File: src/hw/gpcw_pkg.sv
package gpcw_pkg;
  localparam int PORT_W = 8;
  // sub-register indices held in the port address register
  localparam logic [7:0] IDX_DIR = 8'h01;
  localparam logic [7:0] IDX_ALT = 8'h02;
  localparam logic [7:0] IDX_OC = 8'h03;
  localparam logic [7:0] IDX_HDE = 8'h04;
  localparam logic [7:0] IDX_WAKE = 8'h05;
  // reset values
  localparam logic [7:0] RST_ALT_ABC = 8'h00;
  localparam logic [7:0] RST_ALT_D = 8'h01;
  localparam logic [7:0] RST_ALT_SMALL_A = 8'h04;
  localparam logic [7:0] RST_DIR_IN = 8'hFF;
  localparam logic [7:0] RST_ZERO = 8'h00;
  localparam logic [7:0] RST_OC_D = 8'h01;
  // port identifiers
  localparam logic [1:0] PORT_A = 2'h0;
  localparam logic [1:0] PORT_D = 2'h3;
  // least wake pulse width and recovery delay, in ns
  localparam int WAKE_MIN_NS = 50;
  localparam int RECOVERY_NS = 100;
  localparam int WAKE_MIN_CYC = (WAKE_MIN_NS + 4) / 5;
  localparam int RECOVERY_CYC = (RECOVERY_NS + 4) / 5;

  typedef enum logic [1:0] {
    GPCW_RUN = 2'b00,
    GPCW_STOP = 2'b01,
    GPCW_FILTER = 2'b10,
    GPCW_RECOVER = 2'b11
  } gpcw_state_type;

  typedef struct packed {
    logic [7:0] out;
    logic [7:0] oe;
  } gpcw_drive_type;
endpackage

File: src/hw/gpcw_port.sv
`timescale 1ns/100ps
// How it works
// - alt enable 0: pin is plain I/O, direction bit sets it.
// - alt enable 1: selected peripheral function controls the pin.
// - alt enable resets 00H A-C, 01H D, 04H small-package port A.
// - index 03H selects output control through the control register.
// - output control bit 1 gives open drain, 0 push-pull.
// - open drain applies to peripheral outputs too.
// - index 04H selects high drive; bit 1 gives high current always.
// - in stop, any edge on wake-enabled pin starts the wake filter; recovery follows if it lasts.
// - too-short wake pulse does not recover, stop flag still set.
// - after recovery stop flag is set and recovery path resumes.
// - input register frozen in stop; samples the pins every cycle in run.
// - index 05H selects wake-source enables, bit 1 marks wake pin.
module gpcw_port
  import gpcw_pkg::*;
#(
  parameter logic [1:0] PORT_ID = PORT_A,
  parameter bit SMALL_PKG = 1'b0,
  parameter int MIN_CYC = WAKE_MIN_CYC,
  parameter int REC_CYC = RECOVERY_CYC
)(
  input wire logic CLK_SYS,
  input wire logic RST,
  input wire logic ADDR_WE,
  input wire logic CTRL_WE,
  input wire logic [7:0] WDATA,
  output logic [7:0] ADDR_RDATA,
  output logic [7:0] CTRL_RDATA,
  input wire logic [7:0] PERIPH_OUT,
  input wire logic [7:0] PERIPH_OE,
  input wire logic [7:0] PLAIN_OUT,
  input wire logic [7:0] PIN_IN,
  output logic [7:0] PIN_OUT,
  output logic [7:0] PIN_OE_N,
  output logic [7:0] HIGH_DRIVE,
  output logic [7:0] PORT_INPUT_VALUE,
  input wire logic STOP_REQ,
  output logic STOP_ACTIVE,
  output logic RECOVERY_DONE,
  output logic STOP_FLAG,
  input wire logic STOP_FLAG_CLR
);
  localparam int CW = $clog2(MIN_CYC + REC_CYC + 2);

  logic [7:0] addr_ff, dir_ff, alt_ff, oc_ff, hde_ff, wake_ff;
  logic [7:0] in_ff, ref_ff;
  logic [CW-1:0] cnt_ff;
  gpcw_state_type state_ff, nxt_state;
  gpcw_drive_type drv;
  logic [7:0] edge_hit;
  logic stop_flag_ff, done_ff;

  function automatic logic [7:0] alt_reset(input logic [1:0] id, input bit s);
    if (id == PORT_D)
      alt_reset = RST_ALT_D;
    else if (s && id == PORT_A)
      alt_reset = RST_ALT_SMALL_A;
    else
      alt_reset = RST_ALT_ABC;
  endfunction

  always_ff @(posedge CLK_SYS)
  begin
    if (RST)
      addr_ff <= RST_ZERO;
    else if (ADDR_WE)
      addr_ff <= WDATA;
  end

  always_ff @(posedge CLK_SYS)
  begin
    if (RST)
    begin
      dir_ff <= RST_DIR_IN;
      alt_ff <= alt_reset(PORT_ID, SMALL_PKG);
      oc_ff <= (PORT_ID == PORT_D) ? RST_OC_D : RST_ZERO;
      hde_ff <= RST_ZERO;
      wake_ff <= RST_ZERO;
    end
    else if (CTRL_WE)
    begin
      case (addr_ff)
        IDX_DIR: dir_ff <= WDATA;
        IDX_ALT: alt_ff <= WDATA;
        IDX_OC: oc_ff <= WDATA;
        IDX_HDE: hde_ff <= WDATA;
        IDX_WAKE: wake_ff <= WDATA;
        default: ;
      endcase
    end
  end

  always_comb
  begin
    case (addr_ff)
      IDX_DIR: CTRL_RDATA = dir_ff;
      IDX_ALT: CTRL_RDATA = alt_ff;
      IDX_OC: CTRL_RDATA = oc_ff;
      IDX_HDE: CTRL_RDATA = hde_ff;
      IDX_WAKE: CTRL_RDATA = wake_ff;
      default: CTRL_RDATA = RST_ZERO;
    endcase
  end
  assign ADDR_RDATA = addr_ff;

  // dir bit 1 means input, as in the reset value of all-inputs
  genvar g;
  generate
    for (g = 0; g < PORT_W; g++)
    begin : g_pin
      always_comb
      begin
        if (alt_ff[g])
        begin
          drv.out[g] = PERIPH_OUT[g];
          drv.oe[g] = PERIPH_OE[g];
        end
        else
        begin
          drv.out[g] = PLAIN_OUT[g];
          drv.oe[g] = ~dir_ff[g];
        end
      end
      // open drain: a high level releases the pin
      assign PIN_OE_N[g] = ~(drv.oe[g] & ~(oc_ff[g] & drv.out[g]));
      assign PIN_OUT[g] = drv.out[g];
    end
  endgenerate

  assign HIGH_DRIVE = hde_ff;

  assign edge_hit = (PIN_IN ^ ref_ff) & wake_ff;

  always_comb
  begin
    nxt_state = state_ff;
    case (state_ff)
      GPCW_RUN: if (STOP_REQ) nxt_state = GPCW_STOP;
      GPCW_STOP: if (|edge_hit) nxt_state = GPCW_FILTER;
      GPCW_FILTER:
        if (~|edge_hit)
          nxt_state = GPCW_STOP;
        else if (cnt_ff >= CW'(MIN_CYC - 1))
          nxt_state = GPCW_RECOVER;
      GPCW_RECOVER:
        if (cnt_ff >= CW'(REC_CYC - 1)) nxt_state = GPCW_RUN;
      default: nxt_state = GPCW_RUN;
    endcase
  end

  always_ff @(posedge CLK_SYS)
  begin
    if (RST)
      state_ff <= GPCW_RUN;
    else
      state_ff <= nxt_state;
  end

  always_ff @(posedge CLK_SYS)
  begin
    if (RST || nxt_state != state_ff)
      cnt_ff <= '0;
    else
      cnt_ff <= cnt_ff + CW'(1);
  end

  // reference level snapped on entry to stop
  always_ff @(posedge CLK_SYS)
  begin
    if (RST)
      ref_ff <= RST_ZERO;
    else if (state_ff == GPCW_RUN)
      ref_ff <= PIN_IN;
  end

  always_ff @(posedge CLK_SYS)
  begin
    if (RST)
      in_ff <= RST_ZERO;
    else if (state_ff == GPCW_RUN)
      in_ff <= PIN_IN;
  end
  assign PORT_INPUT_VALUE = in_ff;

  // stop flag; set wins over clear
  always_ff @(posedge CLK_SYS)
  begin
    if (RST)
      stop_flag_ff <= 1'b0;
    else if ((state_ff == GPCW_FILTER && ~|edge_hit)
      || (state_ff == GPCW_RECOVER && nxt_state == GPCW_RUN))
      stop_flag_ff <= 1'b1;
    else if (STOP_FLAG_CLR)
      stop_flag_ff <= 1'b0;
  end

  always_ff @(posedge CLK_SYS)
  begin
    if (RST)
      done_ff <= 1'b0;
    else
      done_ff <= state_ff == GPCW_RECOVER && nxt_state == GPCW_RUN;
  end

  assign STOP_FLAG = stop_flag_ff;
  assign RECOVERY_DONE = done_ff;
  assign STOP_ACTIVE = state_ff != GPCW_RUN;
endmodule // gpcw_port

File: config.mk
export PLATFORM = sky130hd
export DESIGN_NAME = gpcw_port
export DESIGN_NICKNAME = d
export VERILOG_FILES = /design/src/hw/gpcw_pkg.sv /design/src/hw/gpcw_port.sv
export SDC_FILE = /design/constraint.sdc
export NUM_CORES = 1
export LEC_CHECK = 0
export ABC_AREA = 1
export ABC_CLOCK_PERIOD_IN_PS = 2480
export BUFFER_PORTS_ARGS = -buffer_cell sky130_fd_sc_hd__buf_2
export CAP_MARGIN = 20
export CORE_MARGIN = 2
export CORE_UTILIZATION = 55
export CTS_CLUSTER_SIZE = 28
export DETAILED_ROUTE_END_ITERATION = 8
export MAX_ROUTING_LAYER = met4
export PLACE_DENSITY_LB_ADDON = 0.05
export SYNTH_ARGS = -nofsm -noshare
export SYNTH_HDL_FRONTEND = slang
export SYNTH_SLANG_ARGS = --single-unit
File: constraint.sdc
create_clock -name CLK_SYS -period 2.48 [get_ports CLK_SYS]
set_clock_uncertainty 0.15 [all_clocks]
set_input_delay 0.496 -clock CLK_SYS [delete_from_list [all_inputs] [get_ports CLK_SYS]]
set_output_delay 0.496 -clock CLK_SYS [all_outputs]
set_load 0.05 [all_outputs]
==> results of run 1 <==
-- cells in the mapped netlist (all sizes together) (3+ instances only) --
cell	count	area [sq um]
buf	5	51.29
nor4	3	25.02
dfxtp	65	1301
nor3	3	20.02
clkbuf	8	30.03
nor2	32	158.9
inv	62	232.7
o211ai	22	165.2
nand2	98	367.9
o21ai	47	235.2
nand3	19	95.09
a21oi	51	255.2
a211oi	8	70.06
-- power groups by stage --
| stage | Sequential (W) | Combinational (W) | Clock (W) |
|---|---|---|---|
| after floorplan | 0.00122 | 0.000224 | 0 |
| after global placement | 0.00114 | 0.000416 | 0 |
| after detailed placement | 0.00114 | 0.000423 | 0 |
| after CTS | 0.00112 | 0.000432 | 0.000800 |
| after global routing | 0.00113 | 0.000497 | 0.000842 |
| final | 0.00112 | 0.000460 | 0.000786 |
-- area by class of cell --
| cell class | count | area (sq um) |
|---|---|---|
| Inverter | 62 | 247.7 |
| Clock buffer | 14 | 162.7 |
| Timing Repair Buffer | 105 | 580.6 |
| Fill cell | 455 | 1520 |
| Tap cell | 72 | 90.09 |
| Sequential cell | 65 | 1319 |
| Multi-Input combinational cell | 294 | 1587 |
-- state kept, by name, indices dropped and copies added (netlist names) --
| signal | count |
|---|---|
| PORT_INPUT_VALUE | 8 |
| state_ff | 2 |
| cnt_ff | 5 |
| STOP_FLAG | 1 |
| HIGH_DRIVE | 8 |
| ADDR_RDATA | 8 |
| wake_ff | 8 |
| RECOVERY_DONE | 1 |
| alt_ff | 8 |
| oc_ff | 8 |
| dir_ff | 8 |
-- logic make-up after synthesis --
| family | synth area share |
|---|---|
| AO/OA/AOI/OAI | 0.2377 |
| XOR/XNOR | 0.005603 |
| adder cells (fa/ha/maj) | 0.008002 |
| buffers and inverters | 0.1004 |
| flip-flops | 0.4162 |
| multiplexers | 0.007202 |
| AND/OR/NAND/NOR | 0.2249 |
-- worst max-delay path: cells and delay by family (launching register included) --
kind | cells | cell delay [ps]
flip-flops | 1 | 370
AO/OA/AOI/OAI | 3 | 340
buffers and inverters | 2 | 300
AND/OR/NAND/NOR | 2 | 430
-- worst max path at each step --
stage	start	to	slack, ps	cells past startpoint
after floorplan	ADDR_RDATA[3]$_SDFFE_PP0P_	CTRL_RDATA[2]	9	6
after global placement	ADDR_RDATA[6]$_SDFFE_PP0P_	CTRL_RDATA[1]	190	10
after detailed placement	ADDR_RDATA[6]$_SDFFE_PP0P_	CTRL_RDATA[1]	150	10
after CTS	ADDR_RDATA[1]$_SDFFE_PP0P_	CTRL_RDATA[7]	-30	9
after global routing	ADDR_RDATA[3]$_SDFFE_PP0P_	CTRL_RDATA[1]	-150	8
final	ADDR_RDATA[2]$_SDFFE_PP0P_	CTRL_RDATA[1]	30	7
-- metal layers --
metal | vias up | GRT usage | share of wire
li1 | 1653 | - | -
met1 | 1538 | 0.3727 | 0.43
met2 | 133 | 0.4331 | 0.47
met3 | 16 | 0.06674 | 0.090
met4 | 0 | 0.1052 | 0.019
met5 | - | - | 0
-- repair_timing --
| item | 4_1_cts | 5_1_grt |
|---|---|---|
| endpoints found under the setup margin | 8 | 8 |
| pin swaps | 1 | 8 |
| resized for setup | 18 | 23 |
| setup buffers | 0 | 7 |
-- stage by stage --
stage                     setup TNS, ps  hold WS [ps]  total power [W]
after global routing             -902.2         279.8         0.002466
after detailed placement              0         312.6         0.001565
final                                 0         269.6         0.002369
after floorplan                       0         294.7         0.001441
after global placement                0         305.4         0.001556
after CTS                        -55.20         259.9         0.002353
==> metrics.log, run 1 <==
INFO  metric run_status = complete, no violations
INFO  metric cts_sinks = 65
INFO  metric cp_data_required_time = 1830 ps
INFO  metric grtUsageTotal = 0.2848
INFO  metric post_drt_wl_per_cell = 14.32 um
INFO  metric layout-drive-gt1-share = 0.2852
INFO  metric arrival = 1810 ps
INFO  metric crit_chain = or2_4, inv_4, nand4_4, o21ai_2, a21oi_1, o211ai_1, buf_4
INFO  metric synth_area = 0.003127 sq mm
INFO  metric critPathKind = register to output pin
INFO  metric worst-path-max-fanout = 7
INFO  metric io-pin-count = 97
INFO  metric grt_start_max_net_pins = 42
INFO  metric power.clock.fraction = 0.332
INFO  metric clk_transition_reported_paths = 70 ps
INFO  metric syn2layout_area_growth = 27.49%
INFO  metric grt_antenna_before_repair = 0
INFO  metric min_to = STOP_FLAG$_SDFFE_PP0P_
INFO  metric synthesis_stage_register_bit_count = 65
INFO  metric leading_register_cell_type_out_of_synthesis = sky130_fd_sc_hd__dfxtp_1
INFO  metric gp_congestion = 0.9225
INFO  metric count_of_cell_types_in_the_netlist = 30
INFO  metric global_route.overflow_total = 0
INFO  metric fp-row-count = 27
INFO  metric setup-violations-final = 0
INFO  metric r2r_start = ADDR_RDATA[1]$_SDFFE_PP0P_
INFO  metric detailedRoute.firstPassIterationCount = 5
INFO  metric max_slew_margin = 0.5632
INFO  metric ys.warnings.count = 0
INFO  metric floorplan.die.height = 79.40 um
INFO  metric endpoints_failing_hold = 0
INFO  metric synth_enable_flop_cells = 0
INFO  metric synth-async-reset-ratio = 0
INFO  metric clock_tree.buffer_depth = 2
INFO  metric final_cell_mix = 95 x sky130_fd_sc_hd__nand2_1, 88 x sky130_fd_sc_hd__buf_2, 58 x sky130_fd_sc_hd__inv_1, 57 x sky130_fd_sc_hd__dfxtp_1, 50 x sky130_fd_sc_hd__a21oi_1
INFO  metric total_switching_power = 0.0007473 W
INFO  metric power_frac_comb = 0.194
INFO  metric drc = 0
INFO  metric peakVddDrop = 0.4766 mV
INFO  metric placed_area = 0.003652 sq mm
INFO  metric cap_viol_max_count = 0
INFO  metric initial_core_utilization = 0.5678
INFO  metric drt_iter0_markers = 220
INFO  metric post-place-ws = 149.4 ps
INFO  metric postSynthAreaPerCell = 7.204 sq um
INFO  metric synth_nets = 482
INFO  metric timing.critical_path.slowest_stage_cell = sky130_fd_sc_hd__dfxtp_4
INFO  metric ys_seq_area_frac = 0.4162
INFO  metric core_area = 0.005507 sq mm
INFO  metric instances_no_fill = 612
INFO  metric worst_setup_path_start_kind = register
INFO  metric r2r_end = HIGH_DRIVE[3]$_SDFFE_PP0P_
INFO  metric cts_root_buffer = sky130_fd_sc_hd__clkbuf_8
INFO  metric rsz_0062_raised_after_global_routing = yes
INFO  metric htree_levels = 3
INFO  metric postLayoutCoreUtil = 0.7239
INFO  metric cell_internal_pwr = 0.001622 W
INFO  metric drt-total-wl = 8.766 mm
INFO  metric numPlacedInstances = 591
INFO  metric postSynthCellCount = 434
INFO  metric clock_tree_from_tritoncts = yes
INFO  metric worst-slew-pin-transition = 653.4 ps
INFO  metric cell_count_of_the_worst_hold_path = 4
INFO  metric critPathCaptureType = output pin
INFO  metric worst_r2r_path_depth = 6
INFO  metric worst_slack_setup_final = 25.20 ps
INFO  metric chipWidth = 79.40 um
INFO  metric die-area = 0.006304 sq mm
INFO  metric antennaDiodeCount = 0
INFO  metric cts_inserted_buffers = 9
INFO  metric detailedPlacementHpwl = 6.170 mm
INFO  metric finalInstanceArea = 0.003986 sq mm
INFO  metric worstHoldPathType = primary input to register
INFO  metric first_global_vias = 2,921
INFO  metric nets = 585
INFO  metric seq_power_share = 0.474
INFO  metric vias = 3,340
INFO  metric min_period = 2455 ps
INFO  metric power_per_cell_area = 594.2 mW/mm^2
INFO  metric final-max-slew-violation-count = 0
INFO  metric grt_pass1_wl = 13.48 mm
INFO  metric detail-route-antenna-nets = 0
INFO  metric slowest_delay = 370 ps
INFO  metric maxClockFrequency = 407.4 MHz
INFO  metric power.static_leakage = 1.898 nW
INFO  metric cts_hold_buffers = 0
INFO  metric worst-r2r-setup-slack = 550 ps
INFO  metric clock_latency = 340 ps
INFO  metric layout_worst_path_cycle_share = 0.9898
INFO  metric hold_path.startpoint = STOP_FLAG_CLR
INFO  metric power.share.switching = 0.3155
INFO  metric port-buffer-count = 96
INFO  metric drt-vias-per-instance = 5.458
INFO  metric layout.cells.most_common = sky130_fd_sc_hd__nand2_1
(Power assumes the default switching activity.)
==> run 2, diff against run 1 <==
- CORE_MARGIN: 2 -> default
- SETUP_SLACK_MARGIN: default -> 0.5
==> run 2 against run 1 <==
- sequential power is essentially flat
- core utilization grew 3.4 points
- routed wire length grew 3.6%
- clock power grew 6.1%
- critical path type unchanged
- largest power group unchanged
- highest routed layer unchanged
==> metrics.log, run 2 (synthesized netlist as in run 1, its figures left out) <==
INFO  metric htree_levels = 3
INFO  metric critPathKind = register to output pin
INFO  metric final-max-slew-violation-count = 0
INFO  metric grt_antenna_before_repair = 0
INFO  metric rsz_0062_raised_after_global_routing = yes
INFO  metric clock_tree_from_tritoncts = yes
INFO  metric crit_path_leading_delay_family = simple AND/OR/NAND/NOR gates
INFO  metric chipWidth = 77.40 um
INFO  metric critPathCaptureType = output pin
INFO  metric nets = 593
INFO  metric drc = 0
INFO  metric power_per_cell_area = 585.1 mW/mm^2
INFO  metric crit_chain = nor2_4, nand2_4, buf_4, nor4_1, a21oi_2, o2111ai_2, buf_6
INFO  metric io-pin-count = 97
INFO  metric port-buffer-count = 96
INFO  metric clk_transition_reported_paths = 60 ps
INFO  metric cts_inserted_buffers = 9
INFO  metric grtUsageTotal = 0.3092
INFO  metric slowest_delay = 360 ps
INFO  metric clock_tree.buffer_depth = 2
INFO  metric detail-route-antenna-nets = 0
INFO  metric finalInstanceArea = 0.004173 sq mm
INFO  metric floorplan.die.height = 77.40 um
INFO  metric worst-slew-pin-transition = 524.0 ps
INFO  metric run_status = complete, no violations
INFO  metric global_route.overflow_total = 0
INFO  metric vias = 3,395
INFO  metric final.fill_count = 423
INFO  metric detailedRoute.firstPassIterationCount = 6
INFO  metric clock_latency = 350 ps
INFO  metric cts_root_buffer = sky130_fd_sc_hd__clkbuf_8
INFO  metric drt_iter0_markers = 248
INFO  metric max_slew_margin = 0.6497
INFO  metric peakVddDrop = 0.5604 mV
INFO  metric gp_congestion = 0.8548
INFO  metric setup-violations-final = 0
INFO  metric initial_core_utilization = 0.5678
INFO  metric grt_start_max_net_pins = 38
INFO  metric worst_setup_path_start_kind = register
INFO  metric layout-drive-gt1-share = 0.3436
INFO  metric cts_sinks = 65
INFO  metric drt-total-wl = 9.081 mm
INFO  metric worst-path-max-fanout = 3
INFO  metric arrival = 1800 ps
INFO  metric first_global_vias = 2,938
INFO  metric placed_area = 0.003719 sq mm
INFO  metric worstHoldPathType = primary input to register
INFO  metric endpoints_failing_hold = 0
INFO  metric post_drt_wl_per_cell = 14.60 um
INFO  metric final_cell_mix = 84 x sky130_fd_sc_hd__nand2_1, 79 x sky130_fd_sc_hd__buf_2, 52 x sky130_fd_sc_hd__dfxtp_1, 51 x sky130_fd_sc_hd__inv_1, 50 x sky130_fd_sc_hd__a21oi_1
INFO  metric timing.critical_path.slowest_stage_cell = sky130_fd_sc_hd__nor4_1
INFO  metric hold-worst-slack = 258.3 ps
INFO  metric cp.buffers_inverters = 2
INFO  metric maxClockFrequency = 408.5 MHz
INFO  metric core_area = 0.005507 sq mm
INFO  metric grt_pass1_wl = 13.88 mm
INFO  metric cp_data_required_time = 1830 ps
INFO  metric antennaDiodeCount = 0
INFO  metric power.static_leakage = 1.995 nW
INFO  metric detailedPlacementHpwl = 6.202 mm
INFO  metric cap_viol_max_count = 0
INFO  metric fp-row-count = 27
INFO  metric die-area = 0.005991 sq mm
INFO  metric layout.cells.most_common = sky130_fd_sc_hd__nand2_1
INFO  metric drt-vias-per-instance = 5.458
INFO  metric cts_hold_buffers = 0
INFO  metric layout_worst_path_cycle_share = 0.9871
INFO  metric min_period = 2448 ps
INFO  metric syn2layout_area_growth = 33.45%
[run 2: repair_timing]
item	in CTS	in global routing
endpoints found under the setup margin	17	34
resized for setup	45	23
buffers inserted	9	6
pin swaps	11	7
[run 2: path summary, 6_finish.rpt]
check / startpoint / to / slack (ps) / cells past startpoint
worst max-delay path: ADDR_RDATA[6]$_SDFFE_PP0P_ / CTRL_RDATA[2] / 30 / 7
worst min-delay path: STOP_FLAG_CLR / STOP_FLAG$_SDFFE_PP0P_ / 260 / 4
worst max register to register: ADDR_RDATA[6]$_SDFFE_PP0P_ / wake_ff[7]$_SDFFE_PP0P_ / 560 / 8
worst min register to register: dir_ff[6]$_SDFFE_PP1P_ / dir_ff[6]$_SDFFE_PP1P_ / 340 / 2
[run 2: stage by stage]
stage          TNS (ps)  setup slack [ps]  power [W]    util  cells
6_report              0             31.93   0.002441  0.7578    622
3_3_place_gp          0             209.5   0.001559  0.6753    591
5_1_grt          -126.0            -46.97   0.002532  0.7578    622
3_5_place_dp          0             196.5   0.001570  0.6753    591
2_1_floorplan         0             172.3   0.001445       -    434
4_1_cts               0             63.52   0.002424  0.7396    616
[run 2: layout make-up]
class                           instances  area (sq um)  share of cell area
Multi-Input combinational cell        294          1643              0.3937
Tap cell                               72         90.09             0.02159
Clock buffer                           11         131.4             0.03148
Sequential cell                        65          1343              0.3217
Inverter                               62         245.2             0.05877
Clock inverter                          5         46.29             0.01109
Timing Repair Buffer                  113         674.4              0.1616
[run 2: per-layer routing]
metal | part of all wire | wire [um] | track usage | vias to the layer above
met4 | 0.033 | 297 | 0.1453 | 0
met1 | 0.41 | 3766 | 0.3817 | 1542
met3 | 0.068 | 615 | 0.06118 | 33
li1 | - | - | - | 1667
met5 | 0 | 0 | - | -
met2 | 0.48 | 4401 | 0.4858 | 153
[run 2: worst register-to-register path: cells and delay by family (launching register included)]
kind | cells | cell delay, ps
flops | 1 | 350
compound gates | 2 | 370
buf+inv | 3 | 330
simple gates | 3 | 580
[run 2: where the power goes]
group / switching, W / total (W) / internal (W)
combinational: 0.000338 / 0.000487 / 0.000149
clock: 0.000381 / 0.000834 / 0.000453
sequential: 0.0000427 / 0.00112 / 0.00108
